File: config.mk
export PLATFORM = sky130hd
export DESIGN_NAME = lou_low_opcode_execute_unit
export DESIGN_NICKNAME = d
export VERILOG_FILES = /design/src/logic/lou_pkg.sv /design/src/logic/lou_low_opcode_execute_unit.sv
export SDC_FILE = /design/constraint.sdc
export NUM_CORES = 1
export LEC_CHECK = 0
export ABC_CLOCK_PERIOD_IN_PS = 1900
export BUFFER_PORTS_ARGS = -buffer_cell sky130_fd_sc_hd__buf_4
export CAP_MARGIN = 0
export CORE_MARGIN = 5
export CORE_UTILIZATION = 50
export CTS_CLUSTER_SIZE = 10
export DETAILED_ROUTE_END_ITERATION = 6
export PLACE_DENSITY = 0.77
export SYNTH_ARGS = -nofsm -noshare
export SYNTH_HDL_FRONTEND = slang
export SYNTH_SLANG_ARGS = --single-unit
File: constraint.sdc
create_clock -name hclk -period 1.9 [get_ports hclk]
set_clock_uncertainty 0.1 [all_clocks]
set_input_delay 0.095 -clock hclk [delete_from_list [all_inputs] [get_ports hclk]]
set_output_delay 0.095 -clock hclk [all_outputs]
set_load 0.1 [all_outputs]
File: src/logic/lou_pkg.sv
// package: constants, opcodes, register map and carriers of the low opcode execute unit
package lou_pkg;

	// ********************************************************************
	// word and address layout
	// ********************************************************************
	localparam int WORD_W = 8;
	localparam int ADDR_W = 12;
	localparam int IDX_W = 4;
	localparam int OP_W = 6;
	localparam int OP_MSB = 7;
	localparam int OP_LSB = 2;
	localparam int DESIG_MSB = 1;
	localparam int PTR_W = 10;
	localparam logic [1:0] DESIG_NONE = 2'h0;
	localparam logic [1:0] DESIG_RETURN = 2'h1;
	localparam logic [1:0] DESIG_PAGE_IDX = 2'h3;
	localparam logic [ADDR_W-1:0] IRQ_VECTOR = 12'h001;
	localparam logic [ADDR_W-1:0] PC_RESET = 12'h000;

	// ********************************************************************
	// opcodes, octal 00 to 15
	// ********************************************************************
	localparam logic [OP_W-1:0] OP_ERROR_STOP = 6'h00;
	localparam logic [OP_W-1:0] OP_ROTATE = 6'h01;
	localparam logic [OP_W-1:0] OP_ACC_TO_INDEX = 6'h02;
	localparam logic [OP_W-1:0] OP_INDEX_TO_ACC = 6'h03;
	localparam logic [OP_W-1:0] OP_LOAD_ENTRY = 6'h04;
	localparam logic [OP_W-1:0] OP_LOAD_EXIT = 6'h05;
	localparam logic [OP_W-1:0] OP_ENTRY_TO_ACC = 6'h06;
	localparam logic [OP_W-1:0] OP_CLEAR_CHANNEL = 6'h07;
	localparam logic [OP_W-1:0] OP_AND_IMM = 6'h08;
	localparam logic [OP_W-1:0] OP_AND_DIR = 6'h09;
	localparam logic [OP_W-1:0] OP_AND_IND = 6'h0a;
	localparam logic [OP_W-1:0] OP_RELEASE_LOCK = 6'h0b;
	localparam logic [OP_W-1:0] OP_OR_IMM = 6'h0c;
	localparam logic [OP_W-1:0] OP_OR_DIR = 6'h0d;

	// ********************************************************************
	// register map, byte addresses
	// ********************************************************************
	localparam int RA_W = 8;
	localparam logic [RA_W-1:0] REG_CTRL = 8'h00;
	localparam logic [RA_W-1:0] REG_STATUS = 8'h04;
	localparam logic [RA_W-1:0] REG_ACC = 8'h08;
	localparam logic [RA_W-1:0] REG_PC = 8'h0c;
	localparam logic [RA_W-1:0] REG_INDEX = 8'h10;
	localparam logic [RA_W-1:0] REG_ENTRY = 8'h14;
	localparam logic [RA_W-1:0] REG_EXIT = 8'h18;
	localparam int CTRL_START_BIT = 0;
	localparam int CTRL_STOP_BIT = 1;
	localparam logic [1:0] HTRANS_NONSEQ = 2'h2;

	// ********************************************************************
	// carriers
	// ********************************************************************
	typedef enum logic [2:0] {
		ST_IDLE,
		ST_FETCH,
		ST_WORD2,
		ST_POINTER,
		ST_OPERAND,
		ST_EXEC
	} lou_state_type;

	typedef struct packed {
		logic req;
		logic [ADDR_W-1:0] addr;
	} lou_mem_req_type;

	typedef struct packed {
		logic running;
		logic irq_lock;
		logic bad_opcode;
		logic error_stop;
	} lou_status_type;

endpackage

File: src/logic/lou_low_opcode_execute_unit.sv
// low opcode execute unit: fetch, decode and execute of opcodes 00 to 15 with an ahb-lite register port
//
// The implementer's own choices: the AHB-Lite slave port and the placing of the registers.
`timescale 1ns/1ps

module lou_low_opcode_execute_unit (
	input wire logic hclk,
	input wire logic hresetn,
	input wire logic hsel,
	input wire logic [31:0] haddr,
	input wire logic [1:0] htrans,
	input wire logic hwrite,
	input wire logic [2:0] hsize,
	input wire logic [31:0] hwdata,
	input wire logic hready,
	output logic hreadyout,
	output logic hresp,
	output logic [31:0] hrdata,
	output lou_pkg::lou_mem_req_type mem_out,
	input wire logic mem_ack,
	input wire logic [7:0] mem_rdata,
	input wire logic buf_busy,
	output logic buf_ctrl_clear,
	output logic [9:0] buffer_entry_pointer,
	output logic [7:0] buffer_exit_pointer,
	input wire logic irq_request,
	output lou_pkg::lou_status_type status
);

	// ********************************************************************
	// decode helpers
	// ********************************************************************
	function automatic logic two_word(input logic [lou_pkg::OP_W-1:0] op);
		two_word = (op == lou_pkg::OP_LOAD_ENTRY) || (op == lou_pkg::OP_LOAD_EXIT) ||
			(op == lou_pkg::OP_AND_IMM) || (op == lou_pkg::OP_AND_DIR) ||
			(op == lou_pkg::OP_AND_IND) || (op == lou_pkg::OP_OR_IMM) ||
			(op == lou_pkg::OP_OR_DIR);
	endfunction

	function automatic logic known_op(input logic [lou_pkg::OP_W-1:0] op);
		known_op = op <= lou_pkg::OP_OR_DIR;
	endfunction

	// ********************************************************************
	// state
	// ********************************************************************
	lou_pkg::lou_state_type state_ff, nxt_state;
	logic [lou_pkg::ADDR_W-1:0] pc_ff, nxt_pc, ret_ff, nxt_ret;
	logic [lou_pkg::WORD_W-1:0] acc_ff, nxt_acc, ir_ff, nxt_ir, w2_ff, nxt_w2, ptr_ff, nxt_ptr;
	logic [lou_pkg::PTR_W-1:0] entry_ff, nxt_entry;
	logic [lou_pkg::WORD_W-1:0] exit_ff, nxt_exit;
	logic lock_ff, nxt_lock, err_ff, nxt_err, bad_ff, nxt_bad, stop_ff, nxt_stop, clr_ff, nxt_clr;
	logic [lou_pkg::IDX_W-1:0] idx_ff [1:3];
	logic [lou_pkg::IDX_W-1:0] nxt_idx [1:3];
	logic [3:1] idx_we;
	logic [lou_pkg::IDX_W-1:0] idx_wdata;

	// ********************************************************************
	// ahb-lite slave, zero wait states
	// ********************************************************************
	logic wr_pend_ff;
	logic [lou_pkg::RA_W-1:0] wr_addr_ff;
	logic [31:0] rdata_ff, rd_mux;
	wire ahb_go = hsel && hready && (htrans == lou_pkg::HTRANS_NONSEQ);
	wire [lou_pkg::RA_W-1:0] ra = haddr[lou_pkg::RA_W-1:0];
	wire idle = (state_ff == lou_pkg::ST_IDLE);
	wire wr_ctrl = wr_pend_ff && (wr_addr_ff == lou_pkg::REG_CTRL);
	wire sw_start = wr_ctrl && hwdata[lou_pkg::CTRL_START_BIT] && idle;
	wire sw_stop = wr_ctrl && hwdata[lou_pkg::CTRL_STOP_BIT];
	wire sw_acc = wr_pend_ff && idle && (wr_addr_ff == lou_pkg::REG_ACC);
	wire sw_pc = wr_pend_ff && idle && (wr_addr_ff == lou_pkg::REG_PC);
	wire sw_idx = wr_pend_ff && idle && (wr_addr_ff == lou_pkg::REG_INDEX);

	always_comb begin
		if (ra == lou_pkg::REG_STATUS) begin
			rd_mux = {28'h0000000, status};
		end else if (ra == lou_pkg::REG_ACC) begin
			rd_mux = {24'h000000, acc_ff};
		end else if (ra == lou_pkg::REG_PC) begin
			rd_mux = {20'h00000, pc_ff};
		end else if (ra == lou_pkg::REG_INDEX) begin
			rd_mux = {20'h00000, idx_ff[3], idx_ff[2], idx_ff[1]};
		end else if (ra == lou_pkg::REG_ENTRY) begin
			rd_mux = {22'h000000, entry_ff};
		end else if (ra == lou_pkg::REG_EXIT) begin
			rd_mux = {24'h000000, exit_ff};
		end else begin
			rd_mux = 32'h00000000;
		end
	end

	always_ff @(posedge hclk or negedge hresetn) begin
		if (!hresetn) begin
			wr_pend_ff <= 1'b0;
			wr_addr_ff <= 8'h00;
			rdata_ff <= 32'h00000000;
		end else begin
			wr_pend_ff <= ahb_go && hwrite;
			wr_addr_ff <= ahb_go ? ra : wr_addr_ff;
			rdata_ff <= (ahb_go && !hwrite) ? rd_mux : rdata_ff;
		end
	end

	assign hreadyout = 1'b1;
	assign hresp = 1'b0;
	assign hrdata = rdata_ff;

	// ********************************************************************
	// decode and address forming
	// ********************************************************************
	wire [lou_pkg::OP_W-1:0] op = ir_ff[lou_pkg::OP_MSB:lou_pkg::OP_LSB];
	wire [1:0] desig = ir_ff[lou_pkg::DESIG_MSB:0];
	wire indexed = (desig != lou_pkg::DESIG_NONE);
	wire [lou_pkg::IDX_W-1:0] idx_sel = indexed ? idx_ff[desig] : 4'h0;
	// index nibble above an 8-bit low part
	wire [lou_pkg::WORD_W-1:0] low_part = (op == lou_pkg::OP_AND_IND) ? ptr_ff : w2_ff;
	wire [lou_pkg::ADDR_W-1:0] combined = {idx_sel, low_part};
	wire [lou_pkg::ADDR_W-1:0] branch_addr = {idx_sel, w2_ff};
	wire mem_phase = (state_ff == lou_pkg::ST_FETCH) || (state_ff == lou_pkg::ST_WORD2) ||
		(state_ff == lou_pkg::ST_POINTER) || (state_ff == lou_pkg::ST_OPERAND);
	wire [lou_pkg::OP_W-1:0] fetch_op = mem_rdata[lou_pkg::OP_MSB:lou_pkg::OP_LSB];

	always_comb begin
		if (state_ff == lou_pkg::ST_POINTER) begin
			// pointer comes from the first 256 words
			mem_out.addr = {4'h0, w2_ff};
		end else if (state_ff == lou_pkg::ST_OPERAND) begin
			mem_out.addr = combined;
		end else begin
			mem_out.addr = pc_ff;
		end
		mem_out.req = mem_phase;
	end

	// ********************************************************************
	// sequencer and execution
	// ********************************************************************
	always_comb begin
		nxt_state = state_ff;
		nxt_pc = pc_ff;
		nxt_ret = ret_ff;
		nxt_acc = acc_ff;
		nxt_ir = ir_ff;
		nxt_w2 = w2_ff;
		nxt_ptr = ptr_ff;
		nxt_entry = entry_ff;
		nxt_exit = exit_ff;
		nxt_lock = lock_ff;
		nxt_err = err_ff;
		nxt_bad = bad_ff;
		nxt_stop = stop_ff || sw_stop;
		nxt_clr = 1'b0;
		idx_we = 3'h0;
		idx_wdata = acc_ff[lou_pkg::IDX_W-1:0];
		case (state_ff)
			lou_pkg::ST_IDLE: begin
				nxt_stop = 1'b0;
				if (sw_acc) begin
					nxt_acc = hwdata[lou_pkg::WORD_W-1:0];
				end
				if (sw_pc) begin
					nxt_pc = hwdata[lou_pkg::ADDR_W-1:0];
				end
				if (sw_start) begin
					nxt_err = 1'b0;
					nxt_bad = 1'b0;
					nxt_state = lou_pkg::ST_FETCH;
				end
			end
			lou_pkg::ST_FETCH: begin
				if (mem_ack) begin
					nxt_ir = mem_rdata;
					nxt_pc = pc_ff + 12'h001;
					nxt_state = two_word(fetch_op) ? lou_pkg::ST_WORD2 : lou_pkg::ST_EXEC;
				end
			end
			lou_pkg::ST_WORD2: begin
				if (mem_ack) begin
					// second word follows, pc steps past it
					nxt_w2 = mem_rdata;
					nxt_pc = pc_ff + 12'h001;
					if (op == lou_pkg::OP_AND_IND) begin
						nxt_state = lou_pkg::ST_POINTER;
					end else if ((op == lou_pkg::OP_AND_DIR) || (op == lou_pkg::OP_OR_DIR)) begin
						nxt_state = lou_pkg::ST_OPERAND;
					end else begin
						nxt_state = lou_pkg::ST_EXEC;
					end
				end
			end
			lou_pkg::ST_POINTER: begin
				if (mem_ack) begin
					nxt_ptr = mem_rdata;
					nxt_state = lou_pkg::ST_OPERAND;
				end
			end
			lou_pkg::ST_OPERAND: begin
				// memory is only read here, never written back
				if (mem_ack) begin
					nxt_w2 = mem_rdata;
					nxt_state = lou_pkg::ST_EXEC;
				end
			end
			default: begin
				nxt_state = lou_pkg::ST_FETCH;
				case (op)
					lou_pkg::OP_ERROR_STOP: begin
						nxt_err = 1'b1;
						nxt_state = lou_pkg::ST_IDLE;
					end
					lou_pkg::OP_ROTATE: begin
						nxt_acc = {acc_ff[lou_pkg::WORD_W-2:0], acc_ff[lou_pkg::WORD_W-1]};
					end
					lou_pkg::OP_ACC_TO_INDEX: begin
						// low nibble into the designated index
						if (indexed) begin
							idx_we[desig] = 1'b1;
						end
					end
					lou_pkg::OP_INDEX_TO_ACC: begin
						nxt_acc = {4'h0, idx_sel};
					end
					lou_pkg::OP_LOAD_ENTRY, lou_pkg::OP_LOAD_EXIT: begin
						// page bits from index register 3
						if (op == lou_pkg::OP_LOAD_ENTRY) begin
							nxt_entry = {idx_ff[lou_pkg::DESIG_PAGE_IDX][1:0], acc_ff};
						end else begin
							nxt_exit = acc_ff;
						end
						// busy channel branches to combined address
						if (buf_busy) begin
							nxt_pc = branch_addr;
						end
					end
					lou_pkg::OP_ENTRY_TO_ACC: begin
						nxt_acc = entry_ff[lou_pkg::WORD_W-1:0];
					end
					lou_pkg::OP_CLEAR_CHANNEL: begin
						// one-cycle clear to the channel control
						nxt_clr = 1'b1;
					end
					lou_pkg::OP_AND_IMM, lou_pkg::OP_AND_DIR, lou_pkg::OP_AND_IND: begin
						nxt_acc = acc_ff & w2_ff;
					end
					lou_pkg::OP_RELEASE_LOCK: begin
						nxt_lock = 1'b0;
						// designation 1 resumes the main program
						if (desig == lou_pkg::DESIG_RETURN) begin
							nxt_pc = ret_ff;
						end
					end
					lou_pkg::OP_OR_IMM, lou_pkg::OP_OR_DIR: begin
						nxt_acc = acc_ff | w2_ff;
					end
					default: begin
						// opcodes above 15 belong to other units; stop rather than guess
						nxt_bad = 1'b1;
						nxt_state = lou_pkg::ST_IDLE;
					end
				endcase
				if (nxt_state == lou_pkg::ST_FETCH) begin
					if (nxt_stop) begin
						nxt_state = lou_pkg::ST_IDLE;
					end else if (irq_request && !nxt_lock) begin
						// interrupts are taken only between instructions
						nxt_ret = nxt_pc;
						nxt_pc = lou_pkg::IRQ_VECTOR;
						nxt_lock = 1'b1;
					end
				end
			end
		endcase
	end

	always_ff @(posedge hclk or negedge hresetn) begin
		if (!hresetn) begin
			state_ff <= lou_pkg::ST_IDLE;
			pc_ff <= lou_pkg::PC_RESET;
			ret_ff <= lou_pkg::PC_RESET;
			acc_ff <= 8'h00;
			ir_ff <= 8'h00;
			w2_ff <= 8'h00;
			ptr_ff <= 8'h00;
			entry_ff <= 10'h000;
			exit_ff <= 8'h00;
			lock_ff <= 1'b0;
			err_ff <= 1'b0;
			bad_ff <= 1'b0;
			stop_ff <= 1'b0;
			clr_ff <= 1'b0;
		end else begin
			state_ff <= nxt_state;
			pc_ff <= nxt_pc;
			ret_ff <= nxt_ret;
			acc_ff <= nxt_acc;
			ir_ff <= nxt_ir;
			w2_ff <= nxt_w2;
			ptr_ff <= nxt_ptr;
			entry_ff <= nxt_entry;
			exit_ff <= nxt_exit;
			lock_ff <= nxt_lock;
			err_ff <= nxt_err;
			bad_ff <= nxt_bad;
			stop_ff <= nxt_stop;
			clr_ff <= nxt_clr;
		end
	end

	// ********************************************************************
	// index registers 1 to 3
	// ********************************************************************
	genvar gi;
	generate
		for (gi = 1; gi <= 3; gi++) begin : g_idx
			// software loads all three at once while idle
			assign nxt_idx[gi] = sw_idx ? hwdata[gi*4-1 -: 4] : (idx_we[gi] ? idx_wdata : idx_ff[gi]);
			always_ff @(posedge hclk or negedge hresetn) begin
				if (!hresetn) begin
					idx_ff[gi] <= 4'h0;
				end else begin
					idx_ff[gi] <= nxt_idx[gi];
				end
			end
		end
	endgenerate

	// ********************************************************************
	// outputs
	// ********************************************************************
	assign buf_ctrl_clear = clr_ff;
	assign buffer_entry_pointer = entry_ff;
	// software must load last address plus 1 or 2 here
	assign buffer_exit_pointer = exit_ff;
	assign status.running = !idle;
	// lock stays set until the routine releases it
	assign status.irq_lock = lock_ff;
	assign status.bad_opcode = bad_ff;
	assign status.error_stop = err_ff;

endmodule

==> results of run 1 <==
==> cells in the mapped netlist, types with 13 or more instances <==
cell type	n	area (sq um)
dfrtp_1	115	2880
mux2_2	63	709
nor2_1	52	195
nand2_1	49	184
a21oi_1	47	235
o21ai_0	47	235
buf_4	32	240
clkbuf_1	27	101
mux2i_1	24	240
nor3_1	23	115
buf_2	18	90.1
inv_1	17	63.8
a22oi_1	16	120
a31oi_1	13	81.3
==> final cells by class <==
class                      count  area, sq um
multi-input combinational    544         4720
sequential                   115         2890
timing repair buffer         295         2750
fill                         779         2600
clock buffer                  23          478
tap                          180          225
clock inverter                 9          151
inverter                      19         73.8
==> how the worst max path moves through the flow <==
| stage | slack, ps | endpoint | from |
|---|---|---|---|
| 2_1_floorplan | -380 | mem_out[2] | state_ff[2]$_DFFE_PN0P_ |
| 5_1_grt | -450 | mem_out[5] | state_ff[2]$_DFFE_PN0P_ |
| 3_3_place_gp | -200 | pc_ff[6]$_DFFE_PN0P_ | ir_ff[3]$_DFFE_PN0P_ |
| 6_report | -400 | mem_out[5] | state_ff[2]$_DFFE_PN0P_ |
| 3_5_place_dp | -270 | pc_ff[8]$_DFFE_PN0P_ | ir_ff[3]$_DFFE_PN0P_ |
| 4_1_cts | -340 | mem_out[4] | ir_ff[7]$_DFFE_PN0P_ |
==> power groups by stage <==
stage / Clock [mW] / Combinational (mW) / Sequential [mW]
4_1_cts: 3.43 / 12.8 / 4.31
3_5_place_dp: 0 / 10.7 / 4.34
3_3_place_gp: 0 / 10.6 / 4.28
6_report: 3.45 / 14.2 / 4.51
5_1_grt: 3.58 / 14.7 / 4.56
2_1_floorplan: 0 / 6.46 / 5.26
==> metal layers <==
metal / GRT usage / vias to the layer above / part of all wire
li1: - / 3200 / -
met1: 0.405 / 3680 / 0.36
met2: 0.556 / 571 / 0.48
met3: 0.0705 / 143 / 0.099
met4: 0.162 / 0 / 0.058
met5: 0 / - / 0
==> flip-flops by register name, summed over array words and instances, names as in the netlist, 10 cells and up <==
| name | flops |
|---|---|
| hrdata | 12 |
| ret_ff | 12 |
| buffer_entry_pointer | 10 |
| idx_ff | 12 |
| pc_ff | 12 |
==> cell families (layout without fill, tap and decap cells) <==
| kind of cell | count (synthesis) | count (layout) | synth area share |
|---|---|---|---|
| buffers and inverters | 99 | 346 | 0.0737 |
| AND/OR/NAND/NOR | 209 | 210 | 0.163 |
| multiplexers | 87 | 87 | 0.134 |
| XOR/XNOR | 9 | 9 | 0.0111 |
| flip-flops | 115 | 115 | 0.406 |
| other | 2 | 22 | 0.00106 |
| AO/OA/AOI/OAI | 209 | 209 | 0.201 |
| adder cells (fa/ha/maj) | 7 | 7 | 0.0102 |
==> layout by cell type, fill, tap and decap left out, drive strengths merged, types with 6 or more instances in the layout <==
cell / Yosys / final
nor3b: 8 / 8
a22oi: 16 / 16
nor2: 52 / 52
conb: 2 / 22
clkbuf: 27 / 24
a221o: 7 / 7
o21ai: 51 / 51
inv: 17 / 18
o2bb2ai: 12 / 12
maj3: 6 / 6
nor2b: 7 / 7
mux2: 63 / 63
nand2: 49 / 49
a21oi: 47 / 47
nand2b: 8 / 9
nand3: 10 / 10
and3: 7 / 7
nor3: 24 / 24
a31oi: 14 / 14
nand4: 9 / 9
a211oi: 7 / 7
mux2i: 24 / 24
and2: 8 / 8
dlygate4sd3: 0 / 28
buf: 53 / 266
dfrtp: 115 / 115
==> critical path, cell delays in order (launching register included) <==
cell and delay [ps]:
dfrtp_2 440, buf_4 190, nor2_2 170, or2_4 310, mux2i_4 310, o21ai_4 80, buf_12 170
==> metrics by stage <==
step / TNS (ps) / power, mW / cell area [sq um] / utilization
2_1_floorplan: -6330 / 11.7 / 7530 / -
3_3_place_gp: -7910 / 14.9 / 8880 / 0.640
3_5_place_dp: -11700 / 15.1 / 8880 / 0.640
4_1_cts: -11010 / 20.6 / 10600 / 0.763
5_1_grt: -19680 / 22.8 / 11300 / 0.813
6_report: -16450 / 22.1 / 11300 / 0.813
==> timing repair <==
action                     in CTS  in global routing
hold endpoints to repair      118                  0
setup endpoints to repair      77                 86
resized for setup             140                118
cloned                          0                  3
hold buffers                   28                  0
setup buffers                  40                 18
pin swaps                      36                 43
==> flow_summary.yaml, run 1 <==
timing:
  drv_slew: 0
  period_minus_slack_ps: 2300
  holdWs_ps: 16.8
  slew_headroom: 0.578
  setup-violations-final: 78
  finalHoldViolCount: 0
  worst_slack_ps: -400
  min_period_over_period: 1.21
  rsz0062_at_grt: "true"
  timing.fmax_mhz: 435
  worst_slew_pin_slew_ps: 630
cells_and_area:
  n_antenna_cell: 0
  instances_no_fill: 1185
  nets: 1078
  drive_above_1_share: 0.506
  area_growth_pct: 59.3
place:
  hpwl_microns: 18500
  gp_congestion: 0.996
  dp_slack_ps: -269
  port_buffers: 85
  place_inst: 1073
synth:
  synth_edf_count: 0
  avgSynthCellArea_sq_um: 9.61
  ys_types: 79
  synth-seq-cells: 115
  synthCells: 737
  synth_warnings: 0
  synthArstFlopShare: 1.00
  synth_area_sq_mm: 0.00708
  ys_seq_area_frac: 0.406
  synth_flop_cell: "dfrtp_1"
global_route:
  grt_overflow: 0
  grt_use_total: 0.331
  grt_pass1_wl_microns: 42300
  grt_antenna_before_repair: 0
  grt_pass1_vias: 7529
  grt_max_degree: 34
setup_path:
  required_ps: 1700
  r2r-end: "pc_ff[7]$_DFFE_PN0P_"
  crit_type: "reg2out"
  cp_max_fo: 8
  worstRegToRegCells: 6
  crit_path_end_kind: "output pin"
  arrival_ps: 2110
  worstReg2RegStart: "ir_ff[7]$_DFFE_PN0P_"
  r2r_slack_ps: -370
  start_kind: "flip-flop"
route:
  antenna_left: 0
  routed_wl_microns: 29900
  dr.pass1.iters: 5
  wl_per_cell_microns: 25.2
  via_per_inst: 6.41
  vias: 7594
  drt_iter0_drc: 948
  drc: 0
power:
  power.density_mw_per_mm2: 1960
  power_frac_seq: 0.204
  clockPowerShare: 0.156
  intPower_mw: 11.4
  leakage_nw: 4.97
  combPwrFrac: 0.641
  switchingPower_mw: 10.8
  irDropWorstVdd_mv: 1.95
  swShare: 0.487
clocking:
  numCtsBuffers: 17
  clock_path_buffers: 2
  clock-sinks: 115
  worstSkewPairLatency_ps: 420
  cts_tree: "yes"
  cts_root_buf: "clkbuf_16"
  htree_num_levels: 4
  path_clk_slew_ps: 50
min_path:
  worstHoldEndpoint: "state_ff[2]$_DFFE_PN0P_"
  hold_class: "in2reg"
  holdPathStages: 3
  hold_start: "mem_ack"
die:
  dieArea_sq_mm: 0.0166
  start_util: 0.510
  core_area_sq_mm: 0.0139
  die_h_microns: 129
  dieWidth_microns: 129
  io-pin-count: 155
  row_count: 43
job:
  cap_violations: 0
outcome:
  violations: "negative setup slack"
  status: "finished, violations left"
(Power assumes the default switching activity.)
==> run 2: changes to the inputs <==
--- a/config.mk
+++ b/config.mk
@@ -9,10 +9,10 @@
 export BUFFER_PORTS_ARGS = -buffer_cell sky130_fd_sc_hd__buf_4
 export CAP_MARGIN = 0
 export CORE_MARGIN = 5
-export CORE_UTILIZATION = 50
+export CORE_UTILIZATION = 45
 export CTS_CLUSTER_SIZE = 10
 export DETAILED_ROUTE_END_ITERATION = 6
-export PLACE_DENSITY = 0.77
+export PLACE_DENSITY = 0.71
 export SYNTH_ARGS = -nofsm -noshare
 export SYNTH_HDL_FRONTEND = slang
 export SYNTH_SLANG_ARGS = --single-unit
==> run 2 against run 1 <==
Against the previous run: the run still ends with negative setup slack left; sequential power fell by 3%; clock power fell by 12%; flip-flop and latch count did not move; count of clock-buffer cells in the layout fell by 3; register-to-register slack got worse by 30 ps; first-iteration DRC count fell by 33%; utilization fell by 9.1 points; die area rose by 10%; non-clock buffer count did not move; global-route usage fell by 5.3 points; design area fell by 2.0%; power fell by 3.4%; critical path type unchanged; critical endpoint is now mem_out[7]; highest routed layer unchanged.
==> flow_summary.yaml, run 2 (synthesis results as in run 1) <==
timing:
  setup-violations-final: 81
  rsz0062_at_grt: "true"
  finalHoldViolCount: 0
  slew_headroom: 0.596
  worst_slack_ps: -417
  worst_slew_pin_slew_ps: 598
  period_minus_slack_ps: 2320
  timing.fmax_mhz: 432
  drv_slew: 0
  min_period_over_period: 1.22
clocking:
  cts_root_buf: "clkbuf_16"
  numCtsBuffers: 17
  clock_path_buffers: 2
  htree_num_levels: 4
  path_clk_slew_ps: 60
  worstSkewPairLatency_ps: 420
  cts_tree: "yes"
  clock-sinks: 115
setup_path:
  cp_max_fo: 8
  path_delay_family: "simple AND/OR/NAND/NOR gates"
  required_ps: 1700
  crit_type: "reg2out"
  worst-path-buf-inv: 1
  critPathLaunch: "ir_ff[4]$_DFFE_PN0P_"
  critPathMaxStageDelay_ps: 410
  worstPathCellList: "and2b_2 -> nand3_2 -> or2_4 -> mux2i_4 -> o21ai_4 -> buf_12"
  r2r_slack_ps: -400
  crit_path_end_kind: "output pin"
  cp.depth: 6
  worstRegToRegCells: 7
  arrival_ps: 2120
  r2r-end: "pc_ff[6]$_DFFE_PN0P_"
  start_kind: "flip-flop"
  worstReg2RegStart: "ir_ff[4]$_DFFE_PN0P_"
  crit_end: "mem_out[7]"
  slowest_stage: "dfrtp_1"
place:
  hpwl_microns: 18700
  port_buffers: 85
  place_inst: 1101
  gp_congestion: 0.914
die:
  row_count: 45
  dieWidth_microns: 135
  io-pin-count: 155
  core_area_sq_mm: 0.0153
  dieArea_sq_mm: 0.0184
  die_h_microns: 135
  start_util: 0.463
global_route:
  grt_use_total: 0.278
  grt_overflow: 0
  grt_max_degree: 41
  grt_pass1_vias: 7145
  grt_antenna_before_repair: 0
  grt_pass1_wl_microns: 39500
route:
  routed_wl_microns: 26600
  dr.pass1.iters: 5
  via_per_inst: 5.92
  wl_per_cell_microns: 21.9
  antenna_left: 0
  vias: 7194
  drt_iter0_drc: 639
  drc: 0
cells_and_area:
  n_antenna_cell: 0
  nFillCells: 1094
  final_common_cell: "buf_4"
  multi_input_area_sq_mm: 0.00454
  drive_above_1_share: 0.475
  area_growth_pct: 56.1
  seq_area_sq_mm: 0.00289
  nets: 1078
  final_cell_mix: "207 x buf_4, 109 x dfrtp_1, 47 x nand2_1"
  fin_util: 0.722
  instances_no_fill: 1216
min_path:
  hold_start: "haddr[2]"
  hold_class: "in2reg"
power:
  irDropWorstVdd_mv: 2.32
  leakage_nw: 4.93
  power.density_mw_per_mm2: 1930
outcome:
  status: "finished, violations left"
  violations: "negative setup slack"
job:
  cap_violations: 0
==> run 2: area by class of cell <==
type,instances,area share
Tap cell,211,0.0239
Timing Repair Buffer,295,0.248
Clock buffer,20,0.0404
Multi-Input combinational cell,544,0.410
Sequential cell,115,0.261
Inverter,19,0.00667
Clock inverter,12,0.00984
==> run 2: worst min-delay path, delay by kind of cell <==
| family | cells | cell delay (ps) |
|---|---|---|
| AO/OA/AOI/OAI | 1 | 100 |
| buffers and inverters | 2 | 280 |
==> run 2: routing by layer <==
layer,GRT usage,up-vias,share of wire
li1,-,3184,-
met1,0.360,3557,0.41
met2,0.465,364,0.48
met3,0.0457,89,0.069
met4,0.113,0,0.043
met5,0,-,0
==> run 2: through the flow <==
step / hold slack (ps) / area, sq um / setup WS, ps / power [mW] / setup TNS [ps]
after floorplan: -301 / 7530 / -382 / 11.7 / -6330
after global placement: 0.963 / 8980 / -234 / 15.2 / -9620
after detailed placement: 8.96 / 8980 / -331 / 15.3 / -13460
after CTS: 4.59 / 10500 / -379 / 20.0 / -13670
after global routing: 52.1 / 11100 / -486 / 22.2 / -21140
final: 10.8 / 11100 / -417 / 21.4 / -16840
==> run 2: timing repair <==
item | CTS | global route
buffers inserted | 33 | 24
resized for setup | 109 | 98
hold endpoints to repair | 162 | 0
pin swaps | 30 | 58
hold buffers | 29 | 0
cloned | 0 | 1
setup endpoints to repair | 77 | 79
==> run 2: worst min path at each step <==
stage / to / slack [ps] / cells past startpoint
after floorplan: acc_ff[0]$_DFFE_PN0P_ / -300 / 0
after global placement: wr_addr_ff[1]$_DFFE_PN0P_ / 1 / 1
after detailed placement: wr_addr_ff[1]$_DFFE_PN0P_ / 9 / 1
after CTS: wr_addr_ff[2]$_DFFE_PN0P_ / 5 / 3
after global routing: hrdata[6]$_DFFE_PN0P_ / 50 / 3
final: wr_addr_ff[2]$_DFFE_PN0P_ / 10 / 3
==> run 2: where the power goes <==
group,switching (mW),internal (mW),leakage [nW],total [mW]
Sequential,1.09,3.30,1.40,4.39
Clock,1.20,1.83,0.270,3.03
Combinational,8.12,5.86,3.25,14.0
Total,10.4,11.0,4.93,21.4
